`src/iop_regs.svh`:
```
// Constants for the port block: register offsets, field positions, reset values.
// Assumes a byte-wide register port addressed by a 4-bit offset.
`ifndef IOP_REGS_SVH
`define IOP_REGS_SVH

`define IOP_OFF_TRI_OUT    4'h0
`define IOP_OFF_TRI_CFG    4'h1
`define IOP_OFF_OCT_OUT    4'h2
`define IOP_OFF_OCT_DIR    4'h3
`define IOP_OFF_OCT_CFG    4'h4
`define IOP_OFF_IN_CFG     4'h5
`define IOP_OFF_IN_DATA    4'h6
`define IOP_OFF_INT_STAT   4'h7
`define IOP_OFF_INT_MASK   4'h8
`define IOP_OFF_TRI_IN     4'h9
`define IOP_OFF_OCT_IN     4'hA

`define IOP_BIT_TRI_DIR_OUT   0
`define IOP_BIT_OCT_OPEN_DR   0
`define IOP_BIT_IN_ANALOG     0
`define IOP_BIT_KEEPER_OFF    1

`define IOP_RST_TRI_CFG   8'h00
`define IOP_RST_OCT_DIR   8'hFF
`define IOP_RST_OCT_CFG   8'h00
`define IOP_RST_IN_CFG    8'h00
`define IOP_RST_INT_MASK  8'h00

`endif

```
`src/iop_pkg.sv`:
```
// Types shared by the port block.
// Assumes nothing beyond the constants header.
package iop_pkg;
  typedef logic [7:0] iop_byte_t;
  typedef logic [3:0] iop_addr_t;
endpackage

```
`src/iop_ports.sv`:
```
// Port logic: 3-line group port, 8-line port, 3-line input port with comparators.
// Assumes pads resolve the wire from out/oe_n, analog comparators outside give
// digital results, and a CPU register port with read data one cycle later.
// How it works
// - Three-line port direction set for all lines by one bit.
// - Each of the eight lines has its own direction bit.
// - One bit chooses push-pull or open-drain for all eight output lines.
// - Input lines are digital or analog per software, analog feeds comparators.
// - Input lines source the external interrupt requests and the timer input.
// - Comparators A and B compare against the shared reference line.
// - Comparator B output raises a request on either edge.
// - Comparator A output raises a request only on falling edge.
// - Comparator outputs feed requests, input data, and timer via line A.
// - Comparators off frees reference line as digital input and request.
// - Comparators are powered down while in stop mode.
// - Keeper holds undriven bidirectional inputs; input-only lines excluded.
// - Keepers enabled by default unless the build option disables them.
// - Fourth request detects rising edges, others falling; comparator B request takes either edge.
`timescale 1ns/10ps
`default_nettype none
`include "iop_regs.svh"
module iop_ports
  import iop_pkg::*;
#(
  parameter bit KEEPER_DISABLE = 1'b0
)
(
  // Clock and reset
  input  wire logic       sys_clk,
  input  wire logic       rst,
  // Register port
  input  wire logic [3:0] reg_addr,
  input  wire logic [7:0] reg_wdata,
  input  wire logic       reg_wr,
  input  wire logic       reg_rd,
  output logic [7:0]      reg_rdata,
  // Power state
  input  wire logic       stop_mode,
  // Three-line bidirectional pins
  input  wire logic [2:0] tri_line_in,
  output logic [2:0]      tri_line_out,
  output logic [2:0]      tri_line_oe_n,
  // Eight-line bidirectional pins
  input  wire logic [7:0] octal_in,
  output logic [7:0]      octal_out,
  output logic [7:0]      octal_oe_n,
  // Input-only lines and comparator results
  input  wire logic [2:0] input_only_lines,
  input  wire logic       cmp_a_result,
  input  wire logic       cmp_b_result,
  output logic            cmp_enable,
  // Requests and timer
  output logic [3:0]      external_int_requests,
  output logic            timer_ext_in,
  output logic            irq
);
  iop_byte_t tri_out_reg;
  iop_byte_t tri_cfg;
  iop_byte_t oct_out_reg;
  iop_byte_t oct_dir;
  iop_byte_t oct_cfg;
  iop_byte_t in_cfg;
  iop_byte_t int_mask;
  logic [3:0] int_stat;
  logic [2:0] tri_sync;
  logic [7:0] oct_sync;
  logic [2:0] in_level;
  logic [2:0] in_rise;
  logic [2:0] in_fall;
  logic       ca_level;
  logic       ca_rise;
  logic       ca_fall;
  logic       cb_level;
  logic       cb_rise;
  logic       cb_fall;
  logic [2:0] tri_keep;
  logic [7:0] oct_keep;
  logic       analog;
  logic       keeper_on;
  logic [2:0] in_data;
  logic [3:0] next_events;
  logic [3:0] clr_bits;
  logic [7:0] next_rdata;
  // Comparator warm-up and per-line octal drive
  logic [2:0] cmp_warm;
  logic       cmp_live;
  wire  logic [7:0] next_oct_out;
  wire  logic [7:0] next_oct_oe_n;

  // Synchronise input-only lines and comparator results
  genvar gi;
  generate
    for (gi = 0; gi < 3; gi = gi + 1)
    begin : g_in
      iop_sync u_sync (
        .sys_clk  (sys_clk),
        .rst      (rst),
        .async_in (input_only_lines[gi]),
        .level    (in_level[gi]),
        .rise     (in_rise[gi]),
        .fall     (in_fall[gi])
      );
    end
  endgenerate

  iop_sync u_cmp_a (
    .sys_clk  (sys_clk),
    .rst      (rst),
    .async_in (cmp_a_result),
    .level    (ca_level),
    .rise     (ca_rise),
    .fall     (ca_fall)
  );

  iop_sync u_cmp_b (
    .sys_clk  (sys_clk),
    .rst      (rst),
    .async_in (cmp_b_result),
    .level    (cb_level),
    .rise     (cb_rise),
    .fall     (cb_fall)
  );

  // Bidirectional pin inputs go through two flops too
  logic [2:0] tri_meta;
  logic [7:0] oct_meta;
  always_ff @(posedge sys_clk)
  begin
    if (rst)
    begin
      tri_meta <= 3'h0;
      tri_sync <= 3'h0;
      oct_meta <= 8'h00;
      oct_sync <= 8'h00;
    end
    else
    begin
      tri_meta <= tri_line_in;
      tri_sync <= tri_meta;
      oct_meta <= octal_in;
      oct_sync <= oct_meta;
    end
  end

  assign analog    = in_cfg[`IOP_BIT_IN_ANALOG];
  assign keeper_on = ~KEEPER_DISABLE & ~tri_cfg[`IOP_BIT_KEEPER_OFF];

  // Analog mode swaps lines A and B for comparator results
  assign in_data = analog ? {in_level[2], cb_level, ca_level} : in_level;

  // Comparator edges count only once a powered result has crossed the
  // synchroniser; an unpowered or waking comparator gives garbage levels
  always_ff @(posedge sys_clk)
  begin
    if (rst)
      cmp_warm <= 3'h0;
    else
      cmp_warm <= cmp_enable ? {cmp_warm[1:0], 1'b1} : 3'h0;
  end

  assign cmp_live = cmp_enable & cmp_warm[2];

  // Events: 0 line A / cmp A fall, 1 reference fall, 2 line B / cmp B, 3 rise
  // Comparator edges wait for cmp_live so a waking comparator sets nothing
  always_comb
  begin
    next_events    = 4'h0;
    next_events[0] = analog ? (cmp_live & ca_fall) : in_fall[0];
    next_events[1] = analog ? 1'b0 : in_fall[2];
    next_events[2] = analog ? (cmp_live & (cb_rise | cb_fall)) : in_fall[1];
    next_events[3] = analog ? 1'b0 : in_rise[1];
  end

  // Write-one-to-clear strobe for the status bits
  assign clr_bits = (reg_wr && reg_addr == `IOP_OFF_INT_STAT) ? reg_wdata[3:0] : 4'h0;

  // Sticky status, set beats write-one-to-clear
  always_ff @(posedge sys_clk)
  begin
    if (rst)
      int_stat <= 4'h0;
    else
      int_stat <= (int_stat & ~clr_bits) | next_events;
  end

  // Request pulses follow the event vector one edge later
  always_ff @(posedge sys_clk)
  begin
    if (rst)
      external_int_requests <= 4'h0;
    else
      external_int_requests <= next_events;
  end

  // Level interrupt from unmasked sticky bits; a mask write alone can raise it
  always_ff @(posedge sys_clk)
  begin
    if (rst)
      irq <= 1'b0;
    else
      irq <= |(int_stat & int_mask[3:0]);
  end

  // Timer input from line A, or from comparator A in analog mode
  always_ff @(posedge sys_clk)
  begin
    if (rst)
      timer_ext_in <= 1'b0;
    else
      timer_ext_in <= in_data[0];
  end

  // Comparator power follows analog mode and drops on the next edge in stop mode
  always_ff @(posedge sys_clk)
  begin
    if (rst)
      cmp_enable <= 1'b0;
    else
      cmp_enable <= analog & ~stop_mode;
  end

  // Software-written configuration
  always_ff @(posedge sys_clk)
  begin
    if (rst)
    begin
      tri_out_reg <= 8'h00;
      tri_cfg     <= `IOP_RST_TRI_CFG;
      oct_out_reg <= 8'h00;
      oct_dir     <= `IOP_RST_OCT_DIR;
      oct_cfg     <= `IOP_RST_OCT_CFG;
      in_cfg      <= `IOP_RST_IN_CFG;
      int_mask    <= `IOP_RST_INT_MASK;
    end
    else if (reg_wr)
    begin
      case (reg_addr)
        `IOP_OFF_TRI_OUT:  tri_out_reg <= reg_wdata;
        `IOP_OFF_TRI_CFG:  tri_cfg     <= reg_wdata;
        `IOP_OFF_OCT_OUT:  oct_out_reg <= reg_wdata;
        `IOP_OFF_OCT_DIR:  oct_dir     <= reg_wdata;
        `IOP_OFF_OCT_CFG:  oct_cfg     <= reg_wdata;
        `IOP_OFF_IN_CFG:   in_cfg      <= reg_wdata;
        `IOP_OFF_INT_MASK: int_mask    <= reg_wdata;
        default:           ;
      endcase
    end
  end

  // Keepers follow the last seen level of undriven inputs
  // Limitation: a keeper drives like an output, so it wins over a far driver
  always_ff @(posedge sys_clk)
  begin
    if (rst)
    begin
      tri_keep <= 3'h0;
      oct_keep <= 8'h00;
    end
    else
    begin
      tri_keep <= tri_sync;
      oct_keep <= oct_sync;
    end
  end

  // Three-line pin drive; oe_n low means driving
  always_ff @(posedge sys_clk)
  begin
    if (rst)
    begin
      tri_line_out  <= 3'h0;
      tri_line_oe_n <= 3'h7;
    end
    else if (tri_cfg[`IOP_BIT_TRI_DIR_OUT])
    begin
      tri_line_out  <= tri_out_reg[2:0];
      tri_line_oe_n <= 3'h0;
    end
    else
    begin
      // Released group: keeper drives back the last seen level
      tri_line_out  <= tri_keep;
      tri_line_oe_n <= keeper_on ? 3'h0 : 3'h7;
    end
  end

  // Per-line drive choice for the eight-line port; direction bit 1 is input
  // Open-drain drives only the low level and floats the high one
  genvar go;
  generate
    for (go = 0; go < 8; go = go + 1)
    begin : g_oct
      assign next_oct_out[go]  = oct_dir[go] ? oct_keep[go] : oct_out_reg[go];
      assign next_oct_oe_n[go] = oct_dir[go] ? ~keeper_on
                                             : (oct_cfg[`IOP_BIT_OCT_OPEN_DR] & oct_out_reg[go]);
    end
  endgenerate

  // Eight-line pins registered as a whole so every output leaves a flop
  always_ff @(posedge sys_clk)
  begin
    if (rst)
    begin
      octal_out  <= 8'h00;
      octal_oe_n <= 8'hFF;
    end
    else
    begin
      octal_out  <= next_oct_out;
      octal_oe_n <= next_oct_oe_n;
    end
  end

  // Read mux; unmapped reads return zero
  always_comb
  begin
    next_rdata = 8'h00;
    case (reg_addr)
      `IOP_OFF_TRI_OUT:  next_rdata = tri_out_reg;
      `IOP_OFF_TRI_CFG:  next_rdata = tri_cfg;
      `IOP_OFF_OCT_OUT:  next_rdata = oct_out_reg;
      `IOP_OFF_OCT_DIR:  next_rdata = oct_dir;
      `IOP_OFF_OCT_CFG:  next_rdata = oct_cfg;
      `IOP_OFF_IN_CFG:   next_rdata = in_cfg;
      `IOP_OFF_IN_DATA:  next_rdata = {5'h00, in_data};
      `IOP_OFF_INT_STAT: next_rdata = {4'h0, int_stat};
      `IOP_OFF_INT_MASK: next_rdata = int_mask;
      `IOP_OFF_TRI_IN:   next_rdata = {5'h00, tri_sync};
      `IOP_OFF_OCT_IN:   next_rdata = oct_sync;
      default:           next_rdata = 8'h00;
    endcase
  end

  always_ff @(posedge sys_clk)
  begin
    if (rst)
      reg_rdata <= 8'h00;
    else
      reg_rdata <= reg_rd ? next_rdata : 8'h00;
  end
endmodule
`default_nettype wire

```
`src/iop_sync.sv`:
```
// Two-stage synchroniser with one-cycle rise and fall pulses.
// Assumes input asynchronous to sys_clk; first stage feeds only the second.
`timescale 1ns/10ps
`default_nettype none
module iop_sync
(
  // Clock and reset
  input  wire logic sys_clk,
  input  wire logic rst,
  // Raw level in
  input  wire logic async_in,
  // Synchronised level and edges
  output logic      level,
  output logic      rise,
  output logic      fall
);
  logic       meta;
  logic       hold;
  logic [2:0] arm;

  // Two flops, then a third stage for edge compare
  always_ff @(posedge sys_clk)
  begin
    if (rst)
    begin
      meta  <= 1'b0;
      level <= 1'b0;
      hold  <= 1'b0;
    end
    else
    begin
      meta  <= async_in;
      level <= meta;
      hold  <= level;
    end
  end

  // Edges stay quiet until every stage holds a real sample; a line idling
  // high would otherwise look like a rise right after reset
  always_ff @(posedge sys_clk)
  begin
    if (rst)
      arm <= 3'h0;
    else
      arm <= {arm[1:0], 1'b1};
  end

  // Edges look only at synchronised stages
  assign rise = arm[2] & level & ~hold;
  assign fall = arm[2] & ~level & hold;
endmodule
`default_nettype wire

```
`config.mk`:
```
export PLATFORM = sky130hd
export DESIGN_NAME = iop_ports
export DESIGN_NICKNAME = d
export VERILOG_FILES = /design/src/iop_pkg.sv /design/src/iop_ports.sv /design/src/iop_sync.sv
export VERILOG_INCLUDE_DIRS = /design/src
export SDC_FILE = /design/constraint.sdc
export NUM_CORES = 1
export LEC_CHECK = 0
export ABC_AREA = 1
export BUFFER_PORTS_ARGS = -buffer_cell sky130_fd_sc_hd__buf_4
export CAP_MARGIN = 10
export CORE_MARGIN = 5
export CORE_UTILIZATION = 45
export DETAILED_ROUTE_END_ITERATION = 8
export PLACE_DENSITY_LB_ADDON = 0.08
export SLEW_MARGIN = 30
export SYNTH_ARGS = -nofsm -noshare
export SYNTH_HDL_FRONTEND = slang
export SYNTH_HIERARCHICAL = 1
export SYNTH_SLANG_ARGS = --single-unit
```
`constraint.sdc`:
```
create_clock -name sys_clk -period 1.1 [get_ports sys_clk]
set_input_delay 0.11 -clock sys_clk [delete_from_list [all_inputs] [get_ports sys_clk]]
set_output_delay 0.11 -clock sys_clk [all_outputs]
set_load 0.02 [all_outputs]
```
==> results of run 1 <==
## critical path, stage by stage, from the launching register on
cell and delay [ns]:
dfxtp_4 0.37, buf_6 0.12, buf_4 0.12, nor2_1 0.23, a31o_2 0.15
## worst max-delay path by stage
stage                      startpoint                      end  slack [ns]  cells after the start
2_1_floorplan  in_cfg[0]$_SDFFE_PP0P_  reg_rdata[0]$_SDFF_PP0_        0.06                      9
3_3_place_gp              reg_addr[2]  reg_rdata[2]$_SDFF_PP0_       -0.35                     11
3_5_place_dp              reg_addr[2]  reg_rdata[2]$_SDFF_PP0_       -0.34                     11
4_1_cts        in_cfg[0]$_SDFFE_PP0P_  reg_rdata[0]$_SDFF_PP0_        0.01                      9
5_1_grt        in_cfg[0]$_SDFFE_PP0P_  reg_rdata[1]$_SDFF_PP0_      -0.005                      9
6_report       in_cfg[0]$_SDFFE_PP0P_   int_stat[3]$_SDFF_PP0_        0.06                      4
## repair_timing
item	in CTS	in global routing
gates resized for setup	3	12
hold buffers	19	0
setup buffers	1	0
pin swaps	0	2
endpoints found under the setup margin	6	5
hold endpoints to repair	19	0
cloned	0	0
## metal layers
metal | up-vias | track usage | share of wire
li1 | 2633 | - | -
met1 | 2335 | 0.269 | 0.44
met2 | 147 | 0.335 | 0.48
met3 | 18 | 0.0427 | 0.055
met4 | 0 | 0.0789 | 0.020
met5 | - | 0 | 0
## stage by stage
step	hold WS [ns]	area, sq um	util
5_1_grt	0.0224	7610	0.601
3_5_place_dp	0.278	6790	0.535
3_3_place_gp	0.274	6790	0.535
2_1_floorplan	0.167	5820	-
6_report	0.00948	7610	0.601
4_1_cts	0.00146	7580	0.598
## where the power goes
part	switching, mW	internal [mW]
logic	0.499	0.372
registers	0.0724	6.00
clock network	2.32	3.43
total	2.89	9.80
## cell type report
class / instances / area [sq um] / area share
sequential: 161 / 3230 / 0.424
tap: 172 / 215 / 0.0283
clock buffer: 22 / 494 / 0.0649
timing repair buffer: 132 / 1100 / 0.145
inverter: 99 / 374 / 0.0491
multi-input combinational: 467 / 2090 / 0.275
clock inverter: 10 / 100 / 0.0131
==> impl_metrics.tcl, run 1 <==
set metrics [dict create \
    area_growth_pct 30.8 \
    n_antenna_cell 0 \
    fin_skew_ns 0.0102 \
    fin_ws_ns 0.0608 \
    track_usage 0.206 \
    htree_levels 4 \
    crit_required_ns 1.47 \
    hold_viol 0 \
    final_common_cell "dfxtp_1" \
    cts_max_path_buffers 2 \
    clk_pin_slew_ns 0.06 \
    cp.arrival_ns 1.41 \
    numCtsBuffers 17 \
    regMostFlops "g_in.u_sync/arm" \
    power_mw 12.7 \
    finalSetupViolCount 0 \
    die_y_um 124 \
    largest_reg_flops 9 \
    nets 911 \
    clock.fmax_mhz 962 \
    fin_setup_tns_ns 0 \
    dp.cells 1011 \
    cellLeakagePower_nw 3.37 \
    syn-instance-count 759 \
    rr_endpoint "int_stat[3]$_SDFF_PP0_" \
    drc 0 \
    rrSetupSlack_ns 0.06 \
    cts-root-buf "clkbuf_16" \
    cap_violations 0 \
    ios 70 \
    tightest_slew_ns 0.393 \
    num_rows 41 \
    r2r-start "in_cfg[0]$_SDFFE_PP0P_" \
    whs_path_depth 3 \
    whs_endpoint "oct_dir[4]$_SDFFE_PP1P_" \
    ant_nets 0 \
    grt_max_degree 76 \
    cts_tree "done" \
    grt_pass1_vias 4726 \
    crit_fanout 4 \
    fin_cells 1063 \
    fin_crit_sh 0.945 \
    die_area_sq_um 15300 \
    critical_path_class "flop to flop" \
    final_max_slew_viol_count 0 \
    syn-mean-instance-area_sq_um 7.67 \
    layout-drive-gt1-share 0.191 \
    ir_drop_v 0.00122 \
    endpoint_kind "flop" \
    die-width_um 124 \
    syn-cell-area_sq_um 5820 \
    core_area_sq_um 12700 \
    layout_common_cells "dfxtp_1 (158), nand2_1 (156), buf_4 (107)" \
    fin_crit_ns 1.04 \
    ys_warn_count 6 \
    avgViaCountPerCell 4.83 \
    max-slew-margin-rel 0.738 \
    synth_nets 792 \
    port_buffers 69 \
    crit_path_start_kind "flop" \
    grt_first_pass_wirelength_um 23800 \
    clkSinkCount 161 \
    min_from "reg_wdata[4]" \
    routabilityCongestion 0.866 \
    routedWlPerCell_um 13.9 \
    rsz0062_at_grt "yes" \
    drtIter0Drc 354 \
    grt_overflow 0 \
    hp-class "input port to flop" \
    antenna_found_initial 0 \
    rr_worst_depth 4 \
    vias 5133 \
    insertion_delay_ns 0.42 \
    fill_cells 1149 \
    first_pass_iters 5 \
    place_ws_ns -0.336 \
    drt-total-wl_um 14800 \
    start_util 0.459 \
    dp_hpwl_um 10700 \
    status "finished clean" \
    cellPowerDensity_nw_per_um2 1670 \
]
No activity file was read; power rests on OpenSTA's default activity.
==> run 2: changes to the inputs <==
- ABC_AREA: 1 -> unset
==> run 2 against run 1 <==
Clock power grew 3%. Global-route usage decreased by 0.59 points. Utilization grew 1.6 points. First-iteration DRC count fell by 7.9%. Critical path depth shrank 1. The run now ends with setup timing left. Sequential power hardly changed. Synthesized cell count down 22%. Critical endpoint is now reg_rdata[6]$_SDFF_PP0_.
==> impl_metrics.tcl, run 2 <==
set metrics [dict create \
    grt_pass1_vias 4691 \
    cp.arrival_ns 1.53 \
    cp_top_family "multiplexers" \
    ios 70 \
    dpl_cell_area_sq_um 7190 \
    track_usage 0.200 \
    hold_viol 0 \
    area_growth_pct 35.0 \
    insertion_delay_ns 0.42 \
    syn-instance-count 594 \
    ir_drop_v 0.00110 \
    layout_common_cells "dfxtp_1 (150), buf_4 (146), nor2b_1 (60)" \
    final_max_slew_viol_count 0 \
    numCtsBuffers 17 \
    fin_area_sq_um 8100 \
    port_buffers 69 \
    die_y_um 125 \
    nets 783 \
    critical_path_class "flop to flop" \
    share_comb_of_total_power 0.079 \
    drt-total-wl_um 15300 \
    hold_ws_ns 0.0397 \
    first_pass_iters 4 \
    grt_first_pass_wirelength_um 24500 \
    fin_crit_sh 1.11 \
    grt_overflow 0 \
    clkSinkCount 161 \
    syn-mean-instance-area_sq_um 10.1 \
    routabilityCongestion 0.853 \
    dp_hpwl_um 11000 \
    n_antenna_cell 0 \
    syn-cell-area_sq_um 6000 \
    cellLeakagePower_nw 3.52 \
    max_stage_delay_ns 0.46 \
    drc 0 \
    grt_busiest_layer "met2" \
    p_sw_mw 3.01 \
    htree_levels 4 \
    hp-class "input port to flop" \
    fin_cells 939 \
    final_common_cell "dfxtp_1" \
    fin_skew_ns 0.00564 \
    cts_tree "done" \
    drtIter0Drc 326 \
    ys_warn_count 6 \
    fin_ws_ns -0.122 \
    crit_path_start_kind "flop" \
    antenna_found_initial 0 \
    largest_reg_flops 9 \
    failed_checks "setup timing" \
    cap_violations 0 \
    num_rows 42 \
    start_util 0.457 \
    dp.cells 882 \
    power.clock.fraction 0.455 \
    rsz0062_at_grt "yes" \
    synth_nets 627 \
    ant_nets 0 \
    crit_fanout 2 \
    cts-root-buf "clkbuf_16" \
    status "finished with violations" \
    finalSetupViolCount 6 \
    fin_setup_tns_ns -0.331 \
    core_area_sq_um 13100 \
    sw_frac_of_total 0.231 \
    die-width_um 125 \
    slowest_stage "mux4_2" \
    cts_max_path_buffers 2 \
    grt_max_degree 84 \
    die_area_sq_um 15700 \
    use_met1 0.242 \
    met3_usage 0.0520 \
    routedWlPerCell_um 16.3 \
    power_frac_seq 0.466 \
    clk_pin_slew_ns 0.06 \
    tightest_slew_ns 0.346 \
    regMostFlops "g_in.u_sync/arm" \
    cellPowerDensity_nw_per_um2 1610 \
    endpoint_kind "flop" \
    avgViaCountPerCell 4.99 \
    met2_usage 0.343 \
    clock.fmax_mhz 819 \
    crit_required_ns 1.41 \
    crit_buf_inv 0 \
    internal-power_mw 10.0 \
    max-slew-margin-rel 0.768 \
    vias 4686 \
    layout-drive-gt1-share 0.301 \
    fin_crit_ns 1.22 \
    power_mw 13.0 \
    crit_chain "mux4_2 -> a221oi_2 -> nor2_1" \
]
[run 2: final cells by class]
type	count	area [sq um]
Fill cell	1154	5040
Sequential cell	161	3240
Multi-Input combinational cell	383	2550
Timing Repair Buffer	177	1450
Clock buffer	19	453
Tap cell	176	220
Clock inverter	13	146
Inverter	10	40.0
[run 2: final timing paths]
path | start | endpoint | cells after the start | slack (ns)
max reg2reg | int_mask[6]$_SDFFE_PP0P_ | reg_rdata[6]$_SDFF_PP0_ | 3 | -0.12
min reg2reg | cmp_warm[1]$_SDFF_PP0_ | cmp_warm[2]$_SDFF_PP0_ | 1 | 0.43
max | int_mask[6]$_SDFFE_PP0P_ | reg_rdata[6]$_SDFF_PP0_ | 3 | -0.12
min | reg_rd | reg_rdata[2]$_SDFF_PP0_ | 3 | 0.04
[run 2: metal layers]
metal,wire [um],part of all wire
met3,766,0.050
met2,7730,0.51
met5,0,0
met1,6520,0.43
met4,266,0.017
[run 2: power groups by stage]
stage,logic (mW),clock network [mW],registers [mW]
2_1_floorplan,0.473,0,6.21
3_3_place_gp,0.929,0,6.19
3_5_place_dp,0.943,0,6.19
4_1_cts,1.02,6.05,6.06
5_1_grt,1.11,6.34,6.08
6_report,1.03,5.92,6.06
[run 2: tightest hold or removal path, delay by kind of cell]
kind | cells | cell delay [ns]
buffers and inverters | 1 | 0.12
AOI/OAI and AO/OA | 2 | 0.19
[run 2: what timing repair did]
action	CTS	global route
setup endpoints to repair	9	9
gates resized for setup	18	6
endpoints found under the hold margin	44	0
hold buffers	25	0
setup buffers	1	0
pin swaps	4	3
[run 2: per-stage QoR]
stage / utilization / setup WS [ns]
final: 0.617 / -0.122
after global routing: 0.617 / -0.142
after CTS: 0.615 / -0.120
after detailed placement: 0.547 / -0.292
after global placement: 0.547 / -0.264
after floorplan: - / -0.0651
